`src/tmr16_pkg.sv`:
```
// Shared constants and carrier types for the 16-bit timer front end
package tmr16_pkg;

    // ------------------------------------------------------------------
    // Register addresses on the internal I/O bus
    // ------------------------------------------------------------------
    localparam logic [7:0] ADDR_IRQ_MASK  = 8'h6f;
    localparam logic [7:0] ADDR_CMPB_LOW  = 8'h8a;
    localparam logic [7:0] ADDR_CMPB_HIGH = 8'h8b;
    localparam logic [7:0] ADDR_IRQ_FLAGS = 8'h3e;
    localparam logic [7:0] ADDR_CAPT_LOW  = 8'h90;
    localparam logic [7:0] ADDR_CAPT_HIGH = 8'h91;
    localparam logic [7:0] ADDR_DIV_CTRL  = 8'h43;

    // ------------------------------------------------------------------
    // Field positions and reset values
    // ------------------------------------------------------------------
    localparam int BIT_WRAP      = 0;
    localparam int BIT_MATCH_A   = 1;
    localparam int BIT_MATCH_B   = 2;
    localparam int BIT_CAPTURE   = 5;
    localparam int BIT_DIV_RESET = 0;
    localparam int BIT_HOLD      = 7;

    localparam int IRQ_WRAP    = 0;
    localparam int IRQ_MATCH_A = 1;
    localparam int IRQ_MATCH_B = 2;
    localparam int IRQ_CAPTURE = 3;

    localparam logic [7:0]  IRQ_USED_MASK = 8'h27;
    localparam logic [7:0]  RST_IRQ_MASK  = 8'h00;
    localparam logic [3:0]  RST_IRQ_FLAGS = 4'h0;
    localparam logic [15:0] RST_CMPB      = 16'h0000;
    localparam logic [15:0] RST_CAPT      = 16'h0000;
    localparam logic [7:0]  RST_TEMP      = 8'h00;

    // ------------------------------------------------------------------
    // Clock select codes and prescaler taps
    // ------------------------------------------------------------------
    localparam logic [2:0] CS_STOP     = 3'h0;
    localparam logic [2:0] CS_DIV1     = 3'h1;
    localparam logic [2:0] CS_DIV8     = 3'h2;
    localparam logic [2:0] CS_DIV64    = 3'h3;
    localparam logic [2:0] CS_DIV256   = 3'h4;
    localparam logic [2:0] CS_DIV1024  = 3'h5;
    localparam logic [2:0] CS_EXT_FALL = 3'h6;
    localparam logic [2:0] CS_EXT_RISE = 3'h7;

    localparam int          PRESC_W    = 10;
    localparam int          N_TAPS     = 4;
    localparam int          N_TIMERS   = 2;
    localparam int          T16        = 1;
    localparam logic [9:0]  RST_PRESC  = 10'h000;
    localparam logic [3:0][9:0] TAP_MASKS =
        {10'h3ff, 10'h0ff, 10'h03f, 10'h007};

    // ------------------------------------------------------------------
    // Carrier types
    // ------------------------------------------------------------------
    typedef struct packed {
        logic [7:0] addr;
        logic [7:0] wdata;
        logic       wr;
        logic       rd;
    } tmr16_bus_t;

    typedef struct packed {
        logic [15:0] count_value;
        logic [15:0] compare_a_value;
        logic        at_top;
        logic        at_bottom;
        logic        at_max;
    } tmr16_cnt_t;

endpackage : tmr16_pkg
```
`src/tmr16_irq_presc.sv`:
```
// Timer compare B, capture, interrupt flags and shared prescaler
`timescale 1ns/10ps
// Contract
// - Compare B value checked against counter always; match drives irq and pin.
// - 16-bit writes and capture reads pass high byte through one shared temporary byte; compare B high reads direct.
// - Capture event copies counter into capture register; may act as top.
// - Mask holds capture, match B, match A, wrap enables; all gate requests.
// - Unused mask and flag bits read zero and ignore writes.
// - Capture flag on capture event, or at top when capture is top.
// - Flags clear on vector execution or writing one to their bit.
// - Match flags set in timer clock cycle after counter equals compare.
// - Forced compare strobes never set match flags.
// - Wrap flag on overflow in normal and CTC; else per waveform mode.
// - One prescaler serves both timers; each keeps its own clock select.
// - Select 1 is undivided clock; selects 2 to 5 pick divide by 8/64/256/1024.
// - Prescaler free runs; first prescaled count within 1 to N+1 clocks.
// - Prescaler reset restarts period for every attached timer.
// - External pin sampled each clock through synchroniser before edge detect.
// - Edge detector pulses on rising edge for select 7, falling for 6.
// - Pin edge reaches the timer clock enable after three system clocks and the counter after four.
// - External pin edges bypass the prescaler.
// - Divider reset bit self clears unless hold mode keeps it set.
// - Capture edge select: zero falling, one rising.
module tmr16_irq_presc
    import tmr16_pkg::*;
(
    // Clock, reset, enable
    input  wire logic                 clk,
    input  wire logic                 rst,
    input  wire logic                 ce,
    // Register bus
    input  wire tmr16_bus_t           bus,
    output logic [7:0]                rdata,
    // Counter unit hooks
    input  wire tmr16_cnt_t           cnt,
    input  wire logic [3:0]           waveform_mode_sel,
    input  wire logic                 force_match_a,
    input  wire logic                 force_match_b,
    output logic                      match_a_event,
    output logic                      match_b_event,
    // Clock selection, index 1 is the 16-bit timer
    input  wire logic [1:0][2:0]      clock_source_sel,
    input  wire logic [1:0]           ext_count_pin,
    output logic [1:0]                timer_clk_en,
    // Capture
    input  wire logic                 capture_input_pin,
    input  wire logic                 acomp_out,
    input  wire logic                 acomp_capture_sel,
    input  wire logic                 capture_edge_sel,
    output logic [15:0]               capture_value,
    // Interrupts
    input  wire logic                 global_irq_en,
    input  wire logic [3:0]           vec_ack,
    output logic [3:0]                irq_req
);

    // ------------------------------------------------------------------
    // Declarations
    // ------------------------------------------------------------------
    logic [7:0]         mask_reg;
    logic [3:0]         flags_reg;
    logic [3:0]         flag_set;
    logic [3:0]         flag_clr;
    logic [3:0]         mask_vec;
    logic [15:0]        compare_b_reg;
    logic [15:0]        capture_reg;
    logic [7:0]         temp_reg;
    logic [7:0]         rdata_reg;
    logic [PRESC_W-1:0] presc_reg;
    logic [N_TAPS-1:0]  tap_hit;
    logic               hold_reg;
    logic               div_reset_reg;
    logic               capt_prev_reg;
    logic               capt_src;
    logic               capture_evt;
    logic               capt_is_top;
    logic               wrap_cond;
    logic               eq_a;
    logic               eq_b;
    logic               tick16;
    logic               match_a_reg;
    logic               match_b_reg;
    logic               wr_mask;
    logic               wr_flags;
    logic               wr_div;
    logic               wr_capt_low;

    function automatic logic [7:0] flags_to_reg(input logic [3:0] v);
        logic [7:0] r;
        r              = 8'h00;
        r[BIT_WRAP]    = v[IRQ_WRAP];
        r[BIT_MATCH_A] = v[IRQ_MATCH_A];
        r[BIT_MATCH_B] = v[IRQ_MATCH_B];
        r[BIT_CAPTURE] = v[IRQ_CAPTURE];
        return r;
    endfunction : flags_to_reg

    function automatic logic [3:0] reg_to_flags(input logic [7:0] r);
        logic [3:0] v;
        v              = 4'h0;
        v[IRQ_WRAP]    = r[BIT_WRAP];
        v[IRQ_MATCH_A] = r[BIT_MATCH_A];
        v[IRQ_MATCH_B] = r[BIT_MATCH_B];
        v[IRQ_CAPTURE] = r[BIT_CAPTURE];
        return v;
    endfunction : reg_to_flags

    assign wr_mask     = bus.wr && (bus.addr == ADDR_IRQ_MASK);
    assign wr_flags    = bus.wr && (bus.addr == ADDR_IRQ_FLAGS);
    assign wr_div      = bus.wr && (bus.addr == ADDR_DIV_CTRL);
    assign wr_capt_low = bus.wr && (bus.addr == ADDR_CAPT_LOW);
    assign tick16      = timer_clk_en[T16];
    assign eq_a        = (cnt.count_value == cnt.compare_a_value);
    assign eq_b        = (cnt.count_value == compare_b_reg);

    // ------------------------------------------------------------------
    // Shared prescaler
    // ------------------------------------------------------------------
    // Free running; only the divider reset touches it
    always_ff @(posedge clk) begin
        if (rst) begin
            presc_reg <= RST_PRESC;
        end else if (ce) begin
            if (div_reset_reg) begin
                presc_reg <= RST_PRESC;
            end else begin
                presc_reg <= presc_reg + 10'h001;
            end
        end
    end

    always_comb begin
        for (int i = 0; i < N_TAPS; i++) begin
            tap_hit[i] = ((presc_reg & TAP_MASKS[i]) == TAP_MASKS[i]);
        end
    end

    // Reset bit lingers only while hold mode is set
    always_ff @(posedge clk) begin
        if (rst) begin
            hold_reg      <= 1'b0;
            div_reset_reg <= 1'b0;
        end else if (ce) begin
            if (wr_div) begin
                hold_reg      <= bus.wdata[BIT_HOLD];
                div_reset_reg <= bus.wdata[BIT_DIV_RESET];
            end else if (!hold_reg) begin
                div_reset_reg <= 1'b0;
            end
        end
    end

    // ------------------------------------------------------------------
    // Per-timer clock selection
    // ------------------------------------------------------------------
    genvar g;
    generate
        for (g = 0; g < N_TIMERS; g++) begin : g_timer
            logic edge_pulse;
            logic tick_next;
            logic tick_reg;

            tmr16_pin_edge u_pin_edge (
                .clk        (clk),
                .rst        (rst),
                .ce         (ce),
                .pin        (ext_count_pin[g]),
                .rise_sel   (clock_source_sel[g] == CS_EXT_RISE),
                .edge_pulse (edge_pulse)
            );

            // Each timer reads its own select from the shared taps
            always_comb begin
                case (clock_source_sel[g])
                    CS_STOP:     tick_next = 1'b0;
                    CS_DIV1:     tick_next = 1'b1;
                    CS_DIV8:     tick_next = tap_hit[0];
                    CS_DIV64:    tick_next = tap_hit[1];
                    CS_DIV256:   tick_next = tap_hit[2];
                    CS_DIV1024:  tick_next = tap_hit[3];
                    CS_EXT_FALL: tick_next = edge_pulse;
                    CS_EXT_RISE: tick_next = edge_pulse;
                    default:     tick_next = 1'b0;
                endcase
            end

            always_ff @(posedge clk) begin
                if (rst) begin
                    tick_reg <= 1'b0;
                end else if (ce) begin
                    tick_reg <= tick_next;
                end
            end

            assign timer_clk_en[g] = tick_reg;
        end
    endgenerate

    // ------------------------------------------------------------------
    // Mode decode
    // ------------------------------------------------------------------
    always_comb begin
        capt_is_top = 1'b0;
        case (waveform_mode_sel)
            4'h0, 4'h4:       wrap_cond = cnt.at_max;
            4'hc: begin
                wrap_cond   = cnt.at_max;
                capt_is_top = 1'b1;
            end
            4'h5, 4'h6, 4'h7, 4'hf: wrap_cond = cnt.at_top;
            4'he: begin
                wrap_cond   = cnt.at_top;
                capt_is_top = 1'b1;
            end
            4'h8, 4'ha: begin
                wrap_cond   = cnt.at_bottom;
                capt_is_top = 1'b1;
            end
            default:          wrap_cond = cnt.at_bottom;
        endcase
    end

    // ------------------------------------------------------------------
    // Capture
    // ------------------------------------------------------------------
    assign capt_src    = acomp_capture_sel ? acomp_out : capture_input_pin;
    // Pin is disconnected while capture serves as top
    assign capture_evt = !capt_is_top &&
        (capture_edge_sel ? (capt_src && !capt_prev_reg)
                          : (!capt_src && capt_prev_reg));

    always_ff @(posedge clk) begin
        if (rst) begin
            capt_prev_reg <= 1'b0;
        end else if (ce) begin
            capt_prev_reg <= capt_src;
        end
    end

    // A CPU write beats a capture in the same cycle
    always_ff @(posedge clk) begin
        if (rst) begin
            capture_reg <= RST_CAPT;
        end else if (ce) begin
            if (wr_capt_low) begin
                capture_reg <= {temp_reg, bus.wdata};
            end else if (capture_evt) begin
                capture_reg <= cnt.count_value;
            end
        end
    end

    assign capture_value = capture_reg;

    // ------------------------------------------------------------------
    // Compare B and the shared high byte
    // ------------------------------------------------------------------
    always_ff @(posedge clk) begin
        if (rst) begin
            temp_reg <= RST_TEMP;
        end else if (ce) begin
            if (bus.wr && (bus.addr == ADDR_CMPB_HIGH ||
                           bus.addr == ADDR_CAPT_HIGH)) begin
                temp_reg <= bus.wdata;
            end else if (bus.rd && bus.addr == ADDR_CAPT_LOW) begin
                temp_reg <= capture_reg[15:8];
            end
        end
    end

    always_ff @(posedge clk) begin
        if (rst) begin
            compare_b_reg <= RST_CMPB;
        end else if (ce && bus.wr && bus.addr == ADDR_CMPB_LOW) begin
            compare_b_reg <= {temp_reg, bus.wdata};
        end
    end

    // Match strobes toward the waveform pins; forcing reaches only these
    always_ff @(posedge clk) begin
        if (rst) begin
            match_a_reg <= 1'b0;
            match_b_reg <= 1'b0;
        end else if (ce) begin
            match_a_reg <= (tick16 && eq_a) || force_match_a;
            match_b_reg <= (tick16 && eq_b) || force_match_b;
        end
    end

    assign match_a_event = match_a_reg;
    assign match_b_event = match_b_reg;

    // ------------------------------------------------------------------
    // Mask and flags
    // ------------------------------------------------------------------
    always_ff @(posedge clk) begin
        if (rst) begin
            mask_reg <= RST_IRQ_MASK;
        end else if (ce && wr_mask) begin
            mask_reg <= bus.wdata & IRQ_USED_MASK;
        end
    end

    always_comb begin
        flag_set              = 4'h0;
        flag_set[IRQ_WRAP]    = tick16 && wrap_cond;
        flag_set[IRQ_MATCH_A] = tick16 && eq_a;
        flag_set[IRQ_MATCH_B] = tick16 && eq_b;
        flag_set[IRQ_CAPTURE] = capt_is_top ? (tick16 && cnt.at_top)
                                            : capture_evt;
        flag_clr = vec_ack;
        if (wr_flags) begin
            flag_clr = flag_clr | reg_to_flags(bus.wdata);
        end
    end

    // A set in the clearing cycle survives
    always_ff @(posedge clk) begin
        if (rst) begin
            flags_reg <= RST_IRQ_FLAGS;
        end else if (ce) begin
            flags_reg <= (flags_reg & ~flag_clr) | flag_set;
        end
    end

    assign mask_vec = reg_to_flags(mask_reg);
    assign irq_req  = flags_reg & mask_vec & {4{global_irq_en}};

    // ------------------------------------------------------------------
    // Read data
    // ------------------------------------------------------------------
    always_ff @(posedge clk) begin
        if (rst) begin
            rdata_reg <= 8'h00;
        end else if (ce && bus.rd) begin
            case (bus.addr)
                ADDR_IRQ_MASK:  rdata_reg <= mask_reg;
                ADDR_IRQ_FLAGS: rdata_reg <= flags_to_reg(flags_reg);
                ADDR_CMPB_LOW:  rdata_reg <= compare_b_reg[7:0];
                ADDR_CMPB_HIGH: rdata_reg <= compare_b_reg[15:8];
                ADDR_CAPT_LOW:  rdata_reg <= capture_reg[7:0];
                ADDR_CAPT_HIGH: rdata_reg <= temp_reg;
                ADDR_DIV_CTRL: begin
                    rdata_reg                <= 8'h00;
                    rdata_reg[BIT_HOLD]      <= hold_reg;
                    rdata_reg[BIT_DIV_RESET] <= div_reset_reg;
                end
                default:        rdata_reg <= 8'h00;
            endcase
        end
    end

    assign rdata = rdata_reg;
endmodule : tmr16_irq_presc

```
`src/tmr16_pin_edge.sv`:
```
// External count pin sampler and edge detector
`timescale 1ns/10ps
module tmr16_pin_edge
    import tmr16_pkg::*;
(
    // Clock and reset
    input  wire logic clk,
    input  wire logic rst,
    input  wire logic ce,
    // Pin and edge select
    input  wire logic pin,
    input  wire logic rise_sel,
    // Detected edge
    output logic      edge_pulse
);

    logic sync1_reg;
    logic sync2_reg;
    logic prev_reg;

    // Stage one feeds stage two only, to keep metastability contained
    always_ff @(posedge clk) begin
        if (rst) begin
            sync1_reg <= 1'b0;
            sync2_reg <= 1'b0;
            prev_reg  <= 1'b0;
        end else if (ce) begin
            sync1_reg <= pin;
            sync2_reg <= sync1_reg;
            prev_reg  <= sync2_reg;
        end
    end

    // One pulse per chosen edge
    assign edge_pulse = rise_sel ? (sync2_reg & ~prev_reg)
                                 : (~sync2_reg & prev_reg);

endmodule : tmr16_pin_edge

```
`config.mk`:
```
export PLATFORM = sky130hd
export DESIGN_NAME = tmr16_irq_presc
export DESIGN_NICKNAME = d
export VERILOG_FILES = /design/src/tmr16_pkg.sv /design/src/tmr16_irq_presc.sv /design/src/tmr16_pin_edge.sv
export SDC_FILE = /design/constraint.sdc
export NUM_CORES = 1
export LEC_CHECK = 0
export ABC_AREA = 1
export BUFFER_PORTS_ARGS = -buffer_cell sky130_fd_sc_hd__buf_2
export CAP_MARGIN = 5
export CORE_AREA = 3 3 143 76
export CTS_BUF_LIST = sky130_fd_sc_hd__clkbuf_4
export DETAILED_ROUTE_END_ITERATION = 16
export DIE_AREA = 0 0 146 79
export MAX_ROUTING_LAYER = met4
export PLACE_DENSITY = 0.78
export SLEW_MARGIN = 20
export SYNTH_ARGS = -nofsm -noshare
export SYNTH_HDL_FRONTEND = slang
export SYNTH_SLANG_ARGS = --single-unit
export TNS_END_PERCENT = 5
```
`constraint.sdc`:
```
create_clock -name clk -period 3.25 [get_ports clk]
set_clock_uncertainty 0.05 [all_clocks]
set_input_delay 0.975 -clock clk [delete_from_list [all_inputs] [get_ports clk]]
set_output_delay 0.975 -clock clk [all_outputs]
set_load 0.03 [all_outputs]
```
Word level (Yosys, flattened, before mapping)
Index checks and enable logic that the tools add are counted.
{"block": "totals", "reg_bits": 79, "input_bits": 79, "wordCells": 127}
{"block": "op_classes", "addsub": 1, "n_eq_ne": 37, "mux": 18, "n_bitwise": 14, "n_reduce_logical": 37}
{"operator": "$pmux 8 s7", "n": 1}
{"operator": "$eq 8x8->1 const B", "n": 5}
{"operator": "$eq 16x16->1", "n": 2}
{"operator": "$mux 16", "n": 2}
{"operator": "$eq 3x3->1 const B", "n": 9}
{"operator": "$eq 4x4->1 const B", "n": 5}
{"operator": "$logic_and 1x1->1", "n": 17}
{"operator": "$eq 4x3->1 const B", "n": 4}
{"operator": "$eq 8x7->1 const B", "n": 2}
{"operator": "$mux 8", "n": 2}
{"operator": "$pmux 1 s7", "n": 2}
{"operator": "$and 4x4->4", "n": 3}
{"operator": "$eq 3x2->1 const B", "n": 4}
{"operator": "$add 10x1->10 const B", "n": 1}
{"operator": "$eq 10x10->1 const B", "n": 1}
{"operator": "$mux 10", "n": 1}
{"operator": "$eq 8x6->1 const B", "n": 1}
{"operator": "$mux 1", "n": 8}
{"operator": "$or 4x4->4", "n": 2}
{"operator": "$reduce_and 2->1", "n": 4}
{"operator": "$eq 3x1->1 const B", "n": 2}
{"operator": "$eq 6x6->1 const B", "n": 1}
{"operator": "$logic_not 3->1", "n": 2}
{"operator": "$reduce_or 5->1", "n": 1}
{"operator": "other kinds (13)", "n": 25}

Logic depth before layout (Yosys ltp)
Gate-level depths: netlist of run 1.
{"block": "depth", "ltp_word": 7, "depth_mapped": 11}

Cells and area by module
Synthesis of run 1 repeated with hierarchy kept, for this count alone.
{"block": "unflattened", "cells_unflattened": 777, "hier_area_um2": 4780.8}
{"mod": "tmr16_irq_presc", "n_inst": 1, "cells_per_inst": 733, "area_per_inst_um2": 4503.1, "seq_area_each_um2": 1461.4}
{"mod": "tmr16_pin_edge", "n_inst": 2, "cells_per_inst": 22, "area_per_inst_um2": 138.9, "seq_area_each_um2": 60.1}

Least setup slack after synthesis of run 1
OpenSTA, ideal clock, no wires.
{"block": "synth_path", "kind": "input to output", "start": "in global_irq_en", "end": "out irq_req[0]", "arrival_ns": 1.445, "path_slack_ns": 0.780, "cell_stages": 2, "cell_sequence": "inv_1 > nor2_1"}
{"block": "synth_between", "elab_chain_len": 1}
{"element": "start, declared", "line_no": "tmr16_irq_presc.sv:52", "rtl": "input wire logic global_irq_en,"}
{"element": "$and 4x4->4", "line_no": "tmr16_irq_presc.sv:327", "rtl": "assign irq_req = flags_reg & mask_vec & {4{global_irq_en}};"}
{"element": "end, declared", "line_no": "tmr16_irq_presc.sv:54", "rtl": "output logic [3:0] irq_req"}
No other way between the ends.

Worst setup path in the final report of run 1
Same ends and word-level chain as after synthesis.

==> results of run 1 <==
metal layers:
layer / GRT usage, % / share of wire, %
met1: 36.39 / 46
met2: 39.42 / 43
met3: 9.350 / 11
met4: 4.597 / 0.63
met5: - / 0
power by group:
| group | total, W | internal (W) | switching, W | leakage, nW |
|---|---|---|---|---|
| sequential | 0.00101 | 0.000990 | 0.0000190 | 0.640 |
| clock | 0.000649 | 0.000312 | 0.000337 | 0.0800 |
| combinational | 0.000319 | 0.000111 | 0.000208 | 1.85 |
metrics by stage:
step | hold WS, ps | power (W) | worst slack (ps) | instance area [um^2]
6_report | 422.8 | 0.001977 | 825.1 | 5558
4_1_cts | 420.3 | 0.001981 | 824.3 | 5558
2_1_floorplan | 383.5 | 0.001215 | 779.8 | 4762
3_3_place_gp | 404.2 | 0.001340 | 595.2 | 5410
5_1_grt | 431.6 | 0.002070 | 736.0 | 5558
3_5_place_dp | 403.0 | 0.001344 | 531.4 | 5410
cell usage in the layout (no fill, tap or decap), types with 3 or more instances in the layout:
cell type	Yosys	final
nand2_1	172	172
buf_2	3	110
nor2_1	87	87
inv_1	80	80
dfxtp_1	79	79
nand3_1	74	74
o21ai_0	67	67
a21oi_1	64	64
nand4_1	12	12
xnor2_1	12	12
clkbuf_4	1	10
buf_4	4	9
inv_2	8	8
o21ai_2	8	8
nand2_2	6	6
nand2_4	5	5
nor2_2	4	4
o21bai_1	4	4
a21oi_2	4	4
nor2_4	3	3
or2_2	3	3
nor3_1	3	3
o21ai_1	3	3
worst max-delay path: cells and delay by family:
family / cells / cell delay (ps)
buffers and inverters: 3 / 320
AND/OR/NAND/NOR: 1 / 100
how the worst min path moves through the flow:
stage / startpoint / end / slack [ps] / cells past startpoint
after floorplan: hold_reg / hold_reg / 380 / 2
after global placement: rdata[4] / rdata[4] / 400 / 2
after detailed placement: rdata[2] / rdata[2] / 400 / 2
after CTS: rdata[2] / rdata[2] / 420 / 2
after global routing: rdata[2] / rdata[2] / 430 / 2
final: rdata[3] / rdata[3] / 420 / 2
cell type report:
cell class	instances	area [um^2]
Fill cell	986	3920
Multi-Input combinational cell	549	2708
Sequential cell	79	1582
Timing Repair Buffer	119	618.1
Inverter	89	334.1
Tap cell	135	168.9
Clock buffer	10	75.07
Clock inverter	4	72.57
cells by family (layout without fill, tap and decap cells):
kind of cell    after synthesis  after routing
simple gates                376            376
compound gates              157            157
buf+inv                     113            222
flops                        79             79
xor+xnor                     12             12
fa+ha+maj                     2              2
mux                           2              2
==> qor.csv, run 1 <==
metric,value,unit
critical path launch point,global_irq_en,
syn_nets,822,
pin count of the biggest net entering global routing,39,
Post-synth top flop,dfxtp_1,
Final Max Tran Viols,0,
synthesized area,0.004762,mm^2
layout cells sized above 1,20.94,%
Iter 0 DRT Violations,453,
filler-free cell count of the finished design,985,
fin crit period,2425,ps
outcome,"complete, no violations",
Post-Place Cells,971,
# resized after CTS,0,
setup TNS,0,ps
Post-DRT Antenna Nets,0,
first-pass GRT wire length,23.64,mm
core area,0.009478,mm^2
critical path endpoint,irq_req[0],
Synth Warn #,0,
critical path cell sequence,buf_2 -> inv_1 -> nor2_1 -> buf_2,
FF-to-FF setup slack,1690,ps
die width,146,um
CTS buffer count,9,
crit path DAT,1400,ps
Simple-Gate Fraction of Synth Area,35.68,%
largest family of logic cells by synthesized area,simple AND/OR/NAND/NOR gates,
Synth cell types,40,
H-Tree Depth,3,
final hold violations,0,
Root Driver,clkbuf_4,
Overall Global Routing Usage,26.83,%
Yosys top cell area share,33.21,%
grt total ovfl,0,
final wirelength,15.00,mm
post-synthesis register bit count,79,
die area,0.01153,mm^2
CTS tree,yes,
Synth Area in XOR/XNOR,2.207,%
DRT Pass-1 Iters,7,
adder-cell share of the synthesized area,0.5255,%
Startpoint Class,primary input,
most frequent cell on the critical path,buf_2,
final core occ,58.64,%
# IOs,111,
worst r2r path cells,11,
Crit Path Category,primary input to output pin,
Worst-Margin Slew,565.4,ps
Required @ worst endpoint,2220,ps
slowest cell delay on critical path,200,ps
Hold Path Class,register to register,
clock sinks,79,
compound-cell area share of the yosys netlist,18.02,%
CP endpoint kind,output pin,
Max clock buf depth,2,
Pwr Density,355.6,mW/mm^2
DR DRC count,0,
starting density of the core,50.24,%
Worst path slowest cell,buf_2,
initial antenna violation count,0,
PortBufs,110,
"top cells by count, synth","nand2_1 (172), nor2_1 (87), inv_1 (80)",
DPL Wire Length,11.88,mm
leakage power,2.575,nW
# hold bufs at CTS,0,
Worst-Skew Late Latency,440,ps
"Seq/Total Area, Yosys",33.21,%
multiplexer area fraction after synthesis,0.4204,%
clock-pin slew on the worst setup and hold paths,130,ps
vias in the first global route,4649,
cell taking the most area after synthesis,dfxtp_1,
RR Endpoint,g_timer[1].tick_reg,
asr flop ratio synth,0,%
vias per cell,5.264,
Tcrit/Tclk final,74.61,%
Area contributors post-synth,"dfxtp_1 (33%), nand2_1 (14%), nand3_1 (7.8%), o21ai_0 (7.0%), nor2_1 (6.9%)",
"Area growth, synth to finish",16.71,%
diode count,0,
Peak supply drop,0.0001718,V
RSZ-0062 raised after global routing,false,
Post-synth EDFFs,0,
CP Max Fanout,4,
Vias,5185,
Critical R2R Launch,presc_reg[0],
Post-CTS Setup Bufs,0,
Placer Congestion,1.007,
Die Y,79,um
Max-slew headroom,62.26,%
# rows,25,
max_cap viols,0,
DR WL/cell,15.23,um
fmax,412.4,MHz
mean post-synth cell area,6.427,um^2
Final setup viols,0,
most frequent cell after synthesis,nand2_1,
count of nets after finishing,928,
Post-Syn Instances,741,
Power figures use the tool's default switching activity.
==> inputs of run 2 (changes only) <==
==> constraint.sdc (replaced) <==
create_clock -name clk -period 2.35 [get_ports clk]
set_clock_uncertainty 0.05 [all_clocks]
set_input_delay 0.705 -clock clk [delete_from_list [all_inputs] [get_ports clk]]
set_output_delay 0.705 -clock clk [all_outputs]
set_load 0.03 [all_outputs]
==> qor.csv, run 2 (same netlist as run 1, synthesis figures left out) <==
metric,value,unit
outcome,"complete, no violations",
Tcrit/Tclk final,86.49,%
Post-CTS Setup Bufs,0,
Max clock buf depth,2,
vias in the first global route,4635,
Max-slew headroom,73.46,%
Final setup viols,0,
Vias,5249,
RSZ-0062 raised after global routing,false,
Critical R2R Launch,presc_reg[0],
starting density of the core,50.24,%
Post-DRT Antenna Nets,0,
"Area growth, synth to finish",18.26,%
# resized after CTS,0,
final core occ,59.42,%
FF-to-FF setup slack,840,ps
most frequent cells in the layout,"nand2_1 (172), buf_2 (110), nor2_1 (87)",
initial antenna violation count,0,
final hold violations,0,
Peak supply drop,0.0002117,V
"commonest non-fill, non-tap cell in the layout",nand2_1,
RR Endpoint,g_timer[0].tick_reg,
clock sinks,79,
worst r2r path cells,11,
Final Max Tran Viols,0,
Iter 0 DRT Violations,447,
Placer Congestion,0.9660,
Die Y,79,um
setup slack after layout,317.5,ps
die area,0.01153,mm^2
pin count of the biggest net entering global routing,36,
Startpoint Class,register,
hold_sp,rdata[4],
Post-Place Cells,976,
max_cap viols,0,
CP endpoint kind,output pin,
setup TNS,0,ps
crit path DAT,1280,ps
fmax,492.0,MHz
Root Driver,clkbuf_4,
clock-pin slew on the worst setup and hold paths,120,ps
DRT Pass-1 Iters,5,
# rows,25,
layout cells sized above 1,21.59,%
Required @ worst endpoint,1590,ps
hold-critical path depth,2,
PortBufs,110,
core area,0.009478,mm^2
Pwr Density,513.4,mW/mm^2
filler-free cell count of the finished design,992,
DR WL/cell,14.80,um
Crit Path Category,register to output pin,
grt total ovfl,0,
Overall Global Routing Usage,25.82,%
vias per cell,5.291,
Hold Path Class,register to register,
count of nets after finishing,933,
Hold Path Sink,rdata[4],
# IOs,111,
Worst-Margin Slew,397.7,ps
CTS tree,yes,
# hold bufs at CTS,0,
Worst-Skew Late Latency,440,ps
H-Tree Depth,3,
first-pass GRT wire length,22.91,mm
CTS buffer count,9,
"worst slack, placed",119.1,ps
diode count,0,
leakage power,2.620,nW
DR DRC count,0,
CP Max Fanout,3,
die width,146,um
final wirelength,14.68,mm
DPL Wire Length,11.60,mm
fin crit period,2033,ps
==> run 2: critical path: stages, from the launching register on <==
cell and delay [ps]:
dfxtp_1 450, nand2_1 120, nor2_1 90, buf_2 200
==> run 2: cell type report <==
cell class	instances	area [um^2]
Clock buffer	12	90.09
Timing Repair Buffer	124	655.6
Inverter	89	334.1
Fill cell	929	3846
Sequential cell	79	1582
Clock inverter	4	93.84
Tap cell	135	168.9
Multi-Input combinational cell	549	2708
==> run 2: metrics by stage <==
step                area [um^2]  power [W]  hold slack (ps)
finish                     5632   0.002891            424.6
global route               5632   0.003015            440.2
CTS                        5632   0.002903            416.2
detailed placement         5448   0.001860            405.3
global placement           5448   0.001854            403.7
floorplan                  4762   0.001680            383.5
==> run 2: worst max path at each step <==
stage	start	endpoint	slack, ps	cells past startpoint
after floorplan	global_irq_en	irq_req[0]	420	2
after global placement	bus[16]	temp_reg[2]	190	11
after detailed placement	bus[15]	temp_reg[5]	120	11
after CTS	flags_reg[3]	irq_req[3]	330	3
after global routing	flags_reg[3]	irq_req[3]	240	3
final	flags_reg[3]	irq_req[3]	320	3
==> run 2: layer usage <==
metal | part of all wire (%) | track usage, %
met1 | 44 | 34.02
met4 | 1.1 | 5.347
met5 | 0 | -
met3 | 12 | 8.096
met2 | 43 | 39.51
==> run 2: report_power, final <==
part | switching, W | internal (W)
logic | 0.000287 | 0.000157
registers | 0.0000250 | 0.00137
clock network | 0.000481 | 0.000572
total | 0.000793 | 0.00210
==> inputs of run 3 (changes only) <==
--- a/config.mk
+++ b/config.mk
@@ -8,12 +8,12 @@
 export ABC_AREA = 1
 export BUFFER_PORTS_ARGS = -buffer_cell sky130_fd_sc_hd__buf_2
 export CAP_MARGIN = 5
-export CORE_AREA = 3 3 143 76
-export CTS_BUF_LIST = sky130_fd_sc_hd__clkbuf_4
+export CORE_AREA = 3 3 136 72
+export CTS_BUF_LIST = sky130_fd_sc_hd__clkbuf_2 sky130_fd_sc_hd__clkbuf_4 sky130_fd_sc_hd__clkbuf_8
 export DETAILED_ROUTE_END_ITERATION = 16
-export DIE_AREA = 0 0 146 79
+export DIE_AREA = 0 0 139 75
 export MAX_ROUTING_LAYER = met4
-export PLACE_DENSITY = 0.78
+export PLACE_DENSITY = 0.85
 export SLEW_MARGIN = 20
 export SYNTH_ARGS = -nofsm -noshare
 export SYNTH_HDL_FRONTEND = slang
==> qor.csv, run 3 (same netlist as run 1, synthesis figures left out) <==
metric,value,unit
core area,0.008648,mm^2
Final Max Tran Viols,0,
switching share of total power,28.91,%
Final setup viols,0,
layout cells sized above 1,21.70,%
slowest cell delay on critical path,440,ps
count of nets after finishing,933,
Startpoint Class,register,
fmax,522.5,MHz
# hold bufs at CTS,0,
Worst-Skew Late Latency,370,ps
clock power share,35.9,%
Vias,5309,
PortBufs,110,
Die Y,75,um
filler-free cell count of the finished design,974,
CTS tree,yes,
Max clock buf depth,2,
Post-Place Cells,958,
Hold Path Class,register to register,
DR WL/cell,15.22,um
DR DRC count,0,
Peak supply drop,0.0003424,V
Pwr Density,509.7,mW/mm^2
clock-pin slew on the worst setup and hold paths,80,ps
CP endpoint kind,output pin,
grt total ovfl,0,
vias in the first global route,4807,
Tcrit/Tclk final,81.44,%
Post-DRT Antenna Nets,0,
Required @ worst endpoint,1590,ps
# rows,24,
fin crit period,1914,ps
Pint,0.002038,W
Root Driver,clkbuf_8,
final hold violations,0,
Worst path slowest cell,dfxtp_1,
Worst-Margin Slew,370.6,ps
Max-slew headroom,75.30,%
starting density of the core,55.06,%
# IOs,111,
Post-CTS Setup Bufs,0,
Iter 0 DRT Violations,562,
diode count,0,
final wirelength,14.82,mm
max_cap viols,0,
critical path cell sequence,nand2_1 -> nor2_1 -> buf_2,
CTS buffer count,9,
"Area growth, synth to finish",18.08,%
setup TNS,0,ps
sequential share of power,48.6,%
DPL Wire Length,11.51,mm
leakage power,2.620,nW
"commonest non-fill, non-tap cell in the layout",nand2_1,
DRT Pass-1 Iters,5,
Comb power frac,15.5,%
Crit Path Category,register to output pin,
crit path DAT,1160,ps
pin count of the biggest net entering global routing,36,
initial antenna violation count,0,
most frequent cells in the layout,"nand2_1 (172), buf_2 (110), nor2_1 (87)",
outcome,"complete, no violations",
vias per cell,5.451,
die area,0.01043,mm^2
# resized after CTS,0,
H-Tree Depth,3,
RSZ-0062 raised after global routing,false,
clock sinks,79,
Overall Global Routing Usage,29.04,%
first-pass GRT wire length,23.12,mm
switching power,0.0008286,W
Placer Congestion,0.9498,
die width,139,um
CP Max Fanout,3,
Fillers,815,
run 3: changes by cell type in the layout (fill, tap and decap cells not counted), sizes merged:
cell	before	now
bufinv	3	1
clkbuf	12	10
clkinv	2	4
clkinvlp	0	2
run 3: worst paths after layout:
kind         slack, ps                  end          from  cells past startpoint
min                410             rdata[5]      rdata[5]                      2
min reg2reg        410             rdata[5]      rdata[5]                      2
max                440           irq_req[0]  flags_reg[0]                      3
max reg2reg        860  g_timer[0].tick_reg  presc_reg[0]                     11
run 3: area by class of cell:
type / count / area (um^2) / share of cell area, %
clock inverters: 6 / 60.06 / 1.068
multi-input cells: 549 / 2708 / 48.15
repair buffers: 124 / 655.6 / 11.66
clock buffers: 10 / 137.6 / 2.448
well taps: 117 / 146.4 / 2.603
inverters: 89 / 334.1 / 5.941
flip-flops and latches: 79 / 1582 / 28.13
run 3: stage by stage:
step                area [um^2]  hold WS, ps  total power (W)  util (%)  setup WS [ps]
finish                     5623        414.5         0.002866     65.02          436.1
global route               5623        433.6         0.002987     65.02          328.0
CTS                        5623        416.3         0.002873     65.02          436.9
detailed placement         5425        404.5         0.001858     62.73          212.5
global placement           5425        401.8         0.001849     62.73          255.5
floorplan                  4762        383.5         0.001680         -          419.8
run 3: worst max-delay path, delay by kind of cell, from the launching register on:
kind / cells / cell delay, ps
flops: 1 / 440
buf+inv: 1 / 200
simple gates: 2 / 170
run 3: power by group through the flow:
| stage | clock, W | sequential, W | combinational, W |
|---|---|---|---|
| CTS | 0.00104 | 0.00139 | 0.000438 |
| global placement | 0 | 0.00142 | 0.000427 |
| detailed placement | 0 | 0.00142 | 0.000435 |
| global route | 0.00110 | 0.00140 | 0.000489 |
| floorplan | 0 | 0.00144 | 0.000236 |
| finish | 0.00103 | 0.00139 | 0.000445 |
run 3: routing by layer:
metal  GRT usage [%]  vias up  part of all wire, %
met5               -        -                    0
met4           7.267        0                  1.8
met3           10.66       33                   11
met2           46.05      234                   44
met1           35.79     2409                   43
li1                -     2633                    -
